## src/core/gca_pkg.sv

```systemverilog
// shared constants and types of the bus port engine host sequencer
package gca_pkg;

	// ----------------------------------------------------------------
	// register map of the bus_port_engine (3-bit register select)
	// ----------------------------------------------------------------
	localparam logic [2:0] REG_DATA_IN = 3'h0; // data_input_reg on read
	localparam logic [2:0] REG_CMD_OUT = 3'h0; // cmd_data_out_reg on write
	localparam logic [2:0] REG_IRQ_STATUS_1 = 3'h1; // irq_status_1 on read
	localparam logic [2:0] REG_IRQ_STATUS_2 = 3'h2; // irq_status_2 on read
	localparam logic [2:0] REG_ADDR_STATUS = 3'h4; // address_status_reg on read
	localparam logic [2:0] REG_ADDR_SETUP = 3'h4; // address_setup_reg on write
	localparam logic [2:0] REG_PASSTHRU = 3'h5; // passthrough_cmd_reg on read
	localparam logic [2:0] REG_AUX_CMD = 3'h5; // aux_command_port on write
	localparam logic [2:0] REG_OWN_ADDR = 3'h6; // own_address_0/1 on write
	localparam logic [2:0] REG_BOARD_SETUP1 = 3'h7; // board_setup_1 on write
	localparam logic [2:0] REG_BOARD_STATUS = 3'h7; // board status on read

	// ----------------------------------------------------------------
	// status bit masks
	// ----------------------------------------------------------------
	localparam logic [7:0] MASK_CMD_OUT_READY = 8'h08; // irq_status_2
	localparam logic [7:0] MASK_SEC_PENDING = 8'h04; // irq_status_2
	localparam logic [7:0] MASK_TALK_TAKEN = 8'h02; // irq_status_1
	localparam logic [7:0] MASK_END = 8'h10; // irq_status_1
	localparam logic [7:0] MASK_SYNC_DONE = 8'h01; // board status, sync_done_irq

	// ----------------------------------------------------------------
	// auxiliary command encodings and bus command bytes
	// ----------------------------------------------------------------
	localparam logic [7:0] AUX_GO_STANDBY = 8'h10;
	localparam logic [7:0] AUX_TAKE_ASYNC = 8'h11;
	localparam logic [7:0] AUX_TAKE_SYNC = 8'h12;
	localparam logic [7:0] AUX_LISTEN = 8'h13;
	localparam logic [7:0] AUX_LOCAL_UNLISTEN = 8'h1c;
	localparam logic [7:0] AUX_LISTEN_CONT = 8'h1b;
	localparam logic [7:0] AUX_FINISH_HS = 8'h03;
	localparam logic [7:0] AUX_VALID = 8'h0f;
	localparam logic [7:0] AUX_NON_VALID = 8'h07;
	localparam logic [7:0] AUX_HOLDOFF_END = 8'h86; // 100xx110 with xx = 00
	localparam logic [7:0] SET_A_HOLDOFF_ALL = 8'h81; // aux_setting_a holdoff on all data
	localparam logic [7:0] BOARD_CARRY_EN = 8'h04; // carry_cycle_enable
	localparam logic [7:0] TALK_BASE = 8'h40;
	localparam logic [7:0] LISTEN_BASE = 8'h20;
	localparam logic [7:0] CMD_TAKE_CTRL = 8'h09;

	// ----------------------------------------------------------------
	// timing: read strobe width covers access time plus two sync stages
	// ----------------------------------------------------------------
	localparam int CLK_PERIOD_NS = 20;
	localparam int RD_ACCESS_NS = 100;
	localparam int RD_ACCESS_CYC = (RD_ACCESS_NS + CLK_PERIOD_NS - 1) / CLK_PERIOD_NS;
	localparam logic [3:0] RD_LAST_CNT = 4'(RD_ACCESS_CYC + 2 - 1);
	localparam logic [1:0] STEP_IDX_RESET = 2'h0;

	// ----------------------------------------------------------------
	// orders, steps and pin group
	// ----------------------------------------------------------------
	typedef enum logic [3:0] {
		OP_STANDBY_TALK, OP_STANDBY_LISTEN, OP_STANDBY_CONT, OP_TAKE_ASYNC,
		OP_TAKE_SYNC, OP_BLOCK_SETUP, OP_BLOCK_FINISH, OP_PASS_CTRL,
		OP_SEC_SERVICE, OP_LISTEN, OP_UNLISTEN, OP_ADDR_SETUP
	} gca_op_t;

	typedef enum logic [1:0] {K_WRITE, K_POLL, K_READ} gca_kind_t;

	typedef struct packed {
		gca_kind_t kind;
		logic [2:0] addr;
		logic [7:0] data; // write byte or poll mask
		logic cap_sel; // read target: 0 address status, 1 passthrough
		logic last;
	} gca_step_t;

	typedef struct packed {
		logic [2:0] addr;
		logic [7:0] wdata;
		logic wr;
		logic rd;
	} gca_bus_t;

	localparam gca_bus_t BUS_IDLE = '{addr: 3'h0, wdata: 8'h00, wr: 1'b0, rd: 1'b0};

endpackage

```

## src/core/gca_host_ctrl.sv

```systemverilog
// host sequencer that drives the bus port engine through its register pins

module gca_host_ctrl (
	input wire logic clock,
	input wire logic rst,
	input wire logic op_valid,
	input wire gca_pkg::gca_op_t op_code,
	input wire logic [7:0] op_arg,
	input wire logic [4:0] own_addr,
	output gca_pkg::gca_bus_t dev_bus,
	input wire logic [7:0] dev_rdata,
	output logic busy,
	output logic done,
	output logic [7:0] addr_status_seen,
	output logic [7:0] passthru_seen
);

	// ----------------------------------------------------------------
	// pin synchroniser for read data
	// ----------------------------------------------------------------
	logic [7:0] rdata_meta;
	logic [7:0] rdata_sync;

	// the first stage feeds only the second
	always_ff @(posedge clock or posedge rst) begin
		if (rst) begin
			rdata_meta <= 8'h00;
			rdata_sync <= 8'h00;
		end else begin
			rdata_meta <= dev_rdata;
			rdata_sync <= rdata_meta;
		end
	end

	// ----------------------------------------------------------------
	// step table: each order is a short list of writes, polls and reads
	// ----------------------------------------------------------------
	typedef enum {S_IDLE, S_ISSUE, S_WR, S_RD} gca_state_t;

	gca_state_t state, next_state;
	gca_pkg::gca_op_t op_q, next_op_q;
	logic [7:0] arg_q, next_arg_q;
	logic [1:0] idx, next_idx;
	logic [3:0] cnt, next_cnt;
	gca_pkg::gca_bus_t next_dev_bus;
	logic next_busy, next_done;
	logic [7:0] next_addr_status_seen, next_passthru_seen;
	gca_pkg::gca_step_t st;

	function automatic gca_pkg::gca_step_t mk(gca_pkg::gca_kind_t k, logic [2:0] a, logic [7:0] d, logic l);
		gca_pkg::gca_step_t s;
		s.kind = k;
		s.addr = a;
		s.data = d;
		s.cap_sel = 1'b0;
		s.last = l;
		return s;
	endfunction

	// current step from order, index, argument and captured secondary
	always_comb begin
		logic [7:0] talk_own;
		logic [7:0] listen_own;
		talk_own = gca_pkg::TALK_BASE | {3'b000, own_addr};
		listen_own = gca_pkg::LISTEN_BASE | {3'b000, own_addr};
		st = mk(gca_pkg::K_WRITE, gca_pkg::REG_AUX_CMD, 8'h00, 1'b1);
		unique case (op_q)
			gca_pkg::OP_STANDBY_TALK, gca_pkg::OP_STANDBY_LISTEN: begin
				// address then standby, each gated by ready
				unique case (idx)
					2'd0, 2'd2: st = mk(gca_pkg::K_POLL, gca_pkg::REG_IRQ_STATUS_2, gca_pkg::MASK_CMD_OUT_READY, 1'b0);
					2'd1: st = mk(gca_pkg::K_WRITE, gca_pkg::REG_CMD_OUT,
						(op_q == gca_pkg::OP_STANDBY_TALK) ? talk_own : listen_own, 1'b0);
					// standby issued only after ready seen
					default: st = mk(gca_pkg::K_WRITE, gca_pkg::REG_AUX_CMD, gca_pkg::AUX_GO_STANDBY, 1'b1);
				endcase
			end
			gca_pkg::OP_STANDBY_CONT: begin
				unique case (idx)
					2'd0: st = mk(gca_pkg::K_WRITE, gca_pkg::REG_AUX_CMD, gca_pkg::AUX_LISTEN_CONT, 1'b0);
					2'd1: st = mk(gca_pkg::K_POLL, gca_pkg::REG_IRQ_STATUS_2, gca_pkg::MASK_CMD_OUT_READY, 1'b0);
					default: st = mk(gca_pkg::K_WRITE, gca_pkg::REG_AUX_CMD, gca_pkg::AUX_GO_STANDBY, 1'b1);
				endcase
			end
			gca_pkg::OP_TAKE_ASYNC: begin
				// wait last byte taken before async take
				unique case (idx)
					2'd0: st = mk(gca_pkg::K_POLL, gca_pkg::REG_IRQ_STATUS_1, gca_pkg::MASK_TALK_TAKEN, 1'b0);
					2'd1: st = mk(gca_pkg::K_WRITE, gca_pkg::REG_AUX_CMD, gca_pkg::AUX_TAKE_ASYNC, 1'b0);
					default: st = mk(gca_pkg::K_POLL, gca_pkg::REG_IRQ_STATUS_2, gca_pkg::MASK_CMD_OUT_READY, 1'b1);
				endcase
			end
			gca_pkg::OP_TAKE_SYNC: begin
				// caller issues this before the final read
				if (idx == 2'd0) begin
					st = mk(gca_pkg::K_WRITE, gca_pkg::REG_AUX_CMD, gca_pkg::AUX_TAKE_SYNC, 1'b0);
				end else begin
					st = mk(gca_pkg::K_POLL, gca_pkg::REG_IRQ_STATUS_2, gca_pkg::MASK_CMD_OUT_READY, 1'b1);
				end
			end
			gca_pkg::OP_BLOCK_SETUP: begin
				// end holdoff; carry setup, arg bit 0 selects carry
				unique case (idx)
					2'd0: st = mk(gca_pkg::K_WRITE, gca_pkg::REG_AUX_CMD, gca_pkg::AUX_HOLDOFF_END, !arg_q[0]);
					2'd1: st = mk(gca_pkg::K_WRITE, gca_pkg::REG_AUX_CMD, gca_pkg::SET_A_HOLDOFF_ALL, 1'b0);
					default: st = mk(gca_pkg::K_WRITE, gca_pkg::REG_BOARD_SETUP1, gca_pkg::BOARD_CARRY_EN, 1'b1);
				endcase
			end
			gca_pkg::OP_BLOCK_FINISH: begin
				// wait END (arg bit 1 low) or sync done, then take and finish
				unique case (idx)
					2'd0: st = arg_q[1] ?
						mk(gca_pkg::K_POLL, gca_pkg::REG_BOARD_STATUS, gca_pkg::MASK_SYNC_DONE, 1'b0) :
						mk(gca_pkg::K_POLL, gca_pkg::REG_IRQ_STATUS_1, gca_pkg::MASK_END, 1'b0);
					2'd1: st = mk(gca_pkg::K_WRITE, gca_pkg::REG_AUX_CMD, gca_pkg::AUX_TAKE_SYNC, 1'b0);
					default: st = mk(gca_pkg::K_WRITE, gca_pkg::REG_AUX_CMD, gca_pkg::AUX_FINISH_HS, 1'b1);
				endcase
			end
			gca_pkg::OP_PASS_CTRL: begin
				// target talk address, then take-control byte
				unique case (idx)
					2'd0, 2'd2: st = mk(gca_pkg::K_POLL, gca_pkg::REG_IRQ_STATUS_2, gca_pkg::MASK_CMD_OUT_READY, 1'b0);
					2'd1: st = mk(gca_pkg::K_WRITE, gca_pkg::REG_CMD_OUT,
						gca_pkg::TALK_BASE | {3'b000, arg_q[4:0]}, 1'b0);
					default: st = mk(gca_pkg::K_WRITE, gca_pkg::REG_CMD_OUT, gca_pkg::CMD_TAKE_CTRL, 1'b1);
				endcase
			end
			gca_pkg::OP_SEC_SERVICE: begin
				// read state, compare secondary, answer valid or not
				unique case (idx)
					2'd0: st = mk(gca_pkg::K_POLL, gca_pkg::REG_IRQ_STATUS_2, gca_pkg::MASK_SEC_PENDING, 1'b0);
					2'd1: st = mk(gca_pkg::K_READ, gca_pkg::REG_ADDR_STATUS, 8'h00, 1'b0);
					2'd2: begin
						st = mk(gca_pkg::K_READ, gca_pkg::REG_PASSTHRU, 8'h00, 1'b0);
						st.cap_sel = 1'b1;
					end
					default: st = mk(gca_pkg::K_WRITE, gca_pkg::REG_AUX_CMD,
						(passthru_seen == arg_q) ? gca_pkg::AUX_VALID : gca_pkg::AUX_NON_VALID, 1'b1);
				endcase
			end
			// listener on and off as active controller
			gca_pkg::OP_LISTEN: st = mk(gca_pkg::K_WRITE, gca_pkg::REG_AUX_CMD, gca_pkg::AUX_LISTEN, 1'b1);
			gca_pkg::OP_UNLISTEN: st = mk(gca_pkg::K_WRITE, gca_pkg::REG_AUX_CMD, gca_pkg::AUX_LOCAL_UNLISTEN, 1'b1);
			// addressing mode, talk-only or listen-only in arg
			gca_pkg::OP_ADDR_SETUP: st = mk(gca_pkg::K_WRITE, gca_pkg::REG_ADDR_SETUP, arg_q, 1'b1);
			default: st = mk(gca_pkg::K_WRITE, gca_pkg::REG_AUX_CMD, 8'h00, 1'b1);
		endcase
	end

	// ----------------------------------------------------------------
	// sequencer: one register access at a time
	// ----------------------------------------------------------------
	// every auxiliary command goes out as one write strobe
	always_comb begin
		next_state = state;
		next_op_q = op_q;
		next_arg_q = arg_q;
		next_idx = idx;
		next_cnt = cnt;
		next_dev_bus = dev_bus;
		next_busy = busy;
		next_done = 1'b0;
		next_addr_status_seen = addr_status_seen;
		next_passthru_seen = passthru_seen;
		unique case (state)
			S_IDLE: begin
				if (op_valid) begin
					next_op_q = op_code;
					next_arg_q = op_arg;
					next_idx = gca_pkg::STEP_IDX_RESET;
					next_busy = 1'b1;
					next_state = S_ISSUE;
				end
			end
			S_ISSUE: begin
				next_dev_bus.addr = st.addr;
				next_dev_bus.wdata = st.data;
				next_cnt = 4'h0;
				if (st.kind == gca_pkg::K_WRITE) begin
					next_dev_bus.wr = 1'b1;
					next_state = S_WR;
				end else begin
					next_dev_bus.rd = 1'b1;
					next_state = S_RD;
				end
			end
			S_WR: begin
				next_dev_bus.wr = 1'b0;
				next_state = S_ISSUE;
				next_idx = idx + 2'd1;
				if (st.last) begin
					next_state = S_IDLE;
					next_busy = 1'b0;
					next_done = 1'b1;
				end
			end
			S_RD: begin
				next_cnt = cnt + 4'h1;
				if (cnt == gca_pkg::RD_LAST_CNT) begin
					// sampled after access time plus the two sync stages
					next_dev_bus.rd = 1'b0;
					next_state = S_ISSUE;
					if (st.kind == gca_pkg::K_READ) begin
						if (st.cap_sel) begin
							next_passthru_seen = rdata_sync;
						end else begin
							next_addr_status_seen = rdata_sync;
						end
					end
					// a poll that misses simply re-reads; no timeout by design
					if (st.kind == gca_pkg::K_READ || (rdata_sync & st.data) != 8'h00) begin
						next_idx = idx + 2'd1;
						if (st.last) begin
							next_state = S_IDLE;
							next_busy = 1'b0;
							next_done = 1'b1;
						end
					end
				end
			end
		endcase
	end

	always_ff @(posedge clock or posedge rst) begin
		if (rst) begin
			state <= S_IDLE;
			op_q <= gca_pkg::OP_LISTEN;
			arg_q <= 8'h00;
			idx <= gca_pkg::STEP_IDX_RESET;
			cnt <= 4'h0;
			dev_bus <= gca_pkg::BUS_IDLE;
			busy <= 1'b0;
			done <= 1'b0;
			addr_status_seen <= 8'h00;
			passthru_seen <= 8'h00;
		end else begin
			state <= next_state;
			op_q <= next_op_q;
			arg_q <= next_arg_q;
			idx <= next_idx;
			cnt <= next_cnt;
			dev_bus <= next_dev_bus;
			busy <= next_busy;
			done <= next_done;
			addr_status_seen <= next_addr_status_seen;
			passthru_seen <= next_passthru_seen;
		end
	end

endmodule

```

## config.mk

```make
export PLATFORM = sky130hd
export DESIGN_NAME = gca_host_ctrl
export DESIGN_NICKNAME = d
export VERILOG_FILES = /design/src/core/gca_pkg.sv /design/src/core/gca_host_ctrl.sv
export SDC_FILE = /design/constraint.sdc
export NUM_CORES = 1
export LEC_CHECK = 0
export BUFFER_PORTS_ARGS = -buffer_cell sky130_fd_sc_hd__clkbuf_2
export CELL_PAD_IN_SITES_DETAIL_PLACEMENT = 1
export CELL_PAD_IN_SITES_GLOBAL_PLACEMENT = 1
export CORE_MARGIN = 2
export CORE_UTILIZATION = 32
export DETAILED_ROUTE_END_ITERATION = 8
export GPL_ROUTABILITY_DRIVEN = 1
export PLACE_DENSITY = 0.66
export REMOVE_ABC_BUFFERS = 1
export SLEW_MARGIN = 10
export SYNTH_ARGS = -nofsm -noshare
export SYNTH_HDL_FRONTEND = slang
export SYNTH_SLANG_ARGS = --single-unit
```

## constraint.sdc

```tcl
create_clock -name clock -period 3.85 [get_ports clock]
set_clock_uncertainty 0.2 [all_clocks]
set_input_delay 0.77 -clock clock [delete_from_list [all_inputs] [get_ports clock]]
set_output_delay 0.77 -clock clock [all_outputs]
set_load 0.02 [all_outputs]
```

==> out/metrics.yaml <==
outcome:
  run_status: "finished clean"
cells_and_area:
  drive_above_1_share: 0.298
  n_diodes: 0
  final_cells: 539
  fillCellCount: 1218
  flow.area_growth_from_synthesis_pct: 18.1
  multi_input_area_mm2: 0.00168
  final_nets: 430
  seqCellArea_mm2: 0.00168
global_route:
  wire_length_of_the_first_global_routing_pass_um: 16200
  grt.total_usage: 0.181
  grt_pass1_vias: 2968
  grt.overflow.total: 0
  grt_max_degree: 50
  grt_antenna_before_repair: 0
synth:
  yosys.cell_types.count: 66
  yosys_warns: 0
  post_synth_most_frequent_cells: "65 x dfrtp_1, 30 x mux2_2, 29 x nand2_1"
  yosysTopAreaCell: "dfrtp_1"
  synth.most_common_cell: "dfrtp_1"
  area_share_of_the_leading_cell_type_in_the_synthesized_netlist: 0.463
  netlist_area_mm2: 0.00351
  yosys_register_bits: 67
  async_reset_ff_frac: 1.00
  synth.yosys.seq_area_share: 0.478
  post_synth.cell_area_avg_um2: 10.4
  synth_area_leaders: "dfrtp_1 46%, mux2_2 9.6%, nand2_1 3.1%"
  synth-main-ff-cell: "dfrtp_1"
  syn-instance-count: 338
  synth-edff-count: 0
detailed_routing:
  wl_um: 9820
  drt-initial-drc-count: 167
  post_drt_wl_per_cell_um: 18.2
  viasPerCell: 5.23
  first_pass_iters: 4
  drt_drc_violations_left: 0
  dr_total_vias: 2819
  drtAntennaViolNets: 0
setup_path:
  crit_path_cell_trace: "inv_1 -> ha_1 -> nor2_1 -> mux2_2 -> a22o_1 -> or4b_1 -> a222oi_1 -> a221oi_2 -> mux2i_1"
  critical_path_peak_fanout: 13
  worstPathArrival_ns: 3.36
  end_kind: "register"
  cp_slowest_cell: "or4b_1"
  setup.worst_path.start_class: "register"
  timing.reg2reg.worst_path_depth: 9
  worstPathRequired_ns: 3.86
  timing.setup.critical_path_class: "register to register"
  cp_num_buf_inv: 1
  timing.critical_path.max_delay_family: "compound AO/OA/AOI/OAI gates"
  timing.critical_path.slowest_cell_delay_ns: 0.54
  cp_num_cells: 9
timing:
  hold_violations: 0
  transition_time_of_the_tightest_slew_check_pin_ns: 1.02
  post-route-period-util: 0.870
  totalNegativeSetupSlack_ns: 0
  finalWorstSetupSlack_ns: 0.502
  achievable-frequency_mhz: 299
  grt_setup_unrepaired: "false"
  timing.final.crit_period_ns: 3.35
  worst_rel_slew_slack: 0.317
  drv_slew: 0
  number_of_setup_violations_in_the_final_report: 0
flow_run:
  cap_violations: 0
placed_design:
  gp_routability_congestion: 0.892
  port_buffers: 58
  place.detailed.hpwl_um: 7350
  post-place-cells: 523
  pre_cts_ws_ns: 0.568
power:
  pwr-share-clk: 0.196
  cellInternalPower_mw: 1.96
  p_switching_mw: 1.49
  seq_power_share: 0.354
  power_density_normalized_to_cell_area_mw_per_mm2: 834
  static-leakage-power_nw: 1.93
  worst_vdd_ir_mv: 0.293
  switching_share: 0.432
  comb_power_share: 0.449
floorplan:
  rows: 38
  core_area_mm2: 0.0108
  design.die.area_mm2: 0.0118
  design.portCount: 59
  chipWidth_um: 109
  floorplan.initialDensity: 0.325
  die_y_um: 109
worst_hold_path:
  holdCritPathClass: "register to register"
  whs_path_depth: 0
clocking:
  max-clock-path-buffers: 2
  clock-sinks: 67
  cts_resized: 0
  path_clk_slew_ns: 0.07
  holdBufCountCts: 0
  post_cts_buffers: 0
  cts_tree: "done"
  cts-buffers-inserted: 9
  h-tree-depth: 3
  ctsRootBufferMaster: "clkbuf_8"
  worst_skew_pair.late_latency_ns: 0.35
-- per-stage QoR --
stage | area, um2 | hold slack [ns] | power [mW] | utilization
2_1_floorplan | 3410 | 0.131 | 2.24 | -
3_3_place_gp | 3910 | 0.132 | 2.74 | 0.362
5_1_grt | 4150 | 0.161 | 3.73 | 0.384
3_5_place_dp | 3910 | 0.140 | 2.79 | 0.362
4_1_cts | 4150 | 0.157 | 3.49 | 0.384
6_report | 4150 | 0.154 | 3.46 | 0.384
-- registers in the layout (all words and copies together), names as in the netlist --
name              flops
addr_status_seen      8
arg_q                 8
busy                  1
cnt                   4
dev_bus              13
done                  1
idx                   2
op_q                  4
passthru_seen         8
rdata_meta            8
rdata_sync            8
state                 2
-- path summary, 6_finish.rpt --
path	from	endpoint	slack [ns]
setup / recovery	idx[0]$_DFFE_PP0P_	idx[1]$_DFFE_PP0P_	0.50
hold reg to reg	rdata_meta[2]$_DFF_PP0_	rdata_sync[2]$_DFF_PP0_	0.15
hold / removal	rdata_meta[2]$_DFF_PP0_	rdata_sync[2]$_DFF_PP0_	0.15
min in group asynchronous	rst	dev_bus[3]$_DFFE_PP0P_	0.46
setup reg to reg	idx[0]$_DFFE_PP0P_	idx[1]$_DFFE_PP0P_	0.50
max in group asynchronous	rst	op_q[3]$_DFFE_PP1P_	2.17
-- kinds of logic (layout without fill, tap and decap cells) --
family / count (synthesis) / in the layout / synth area share
AOI/OAI and AO/OA: 72 / 72 / 0.140
xor gates and xnor gates: 9 / 9 / 0.0225
adders and majority gates: 8 / 8 / 0.0285
buffers and inverters: 30 / 91 / 0.0417
DFF: 67 / 67 / 0.478
muxes: 35 / 35 / 0.111
and+or+nand+nor: 117 / 117 / 0.179
-- final cells by class --
| class | instances | share of cell area |
|---|---|---|
| multi-input combinational | 241 | 0.406 |
| clock buffer | 11 | 0.0365 |
| sequential | 67 | 0.405 |
| timing repair buffer | 63 | 0.0791 |
| clock inverter | 5 | 0.0199 |
| tap | 140 | 0.0423 |
| inverter | 12 | 0.0109 |
-- power groups by stage --
stage	clock (mW)	sequential, mW	combinational (mW)
after floorplan	0	1.23	1.01
after global placement	0	1.23	1.51
after detailed placement	0	1.24	1.55
after CTS	0.704	1.23	1.55
after global routing	0.739	1.27	1.72
final	0.679	1.23	1.55
-- routing by layer --
layer	global-route usage	vias up	routed length, um
met3	0.0424	10	379
li1	-	1323	-
met5	0	-	0
met2	0.298	61	4860
met4	0.0568	0	138
met1	0.237	1425	4450
-- layout by cell type (no fill, tap or decap), types with 4 or more instances in the layout --
cell type and instances:
clkbuf_8 11, buf_4 5, nand2b_1 5, nor2_1 20, and3_1 4, nand3_1 13, clkbuf_2 58, nand3b_1 7
o21ai_0 20, mux2i_1 5, a21oi_1 13, mux2_2 30, dfrtp_1 65, and2_1 4, or3_1 4, ha_1 8
nor2b_1 6, inv_1 10, nand2_1 29, nor3_1 7, xnor2_1 8
No activity file was read; power rests on OpenSTA's default activity.
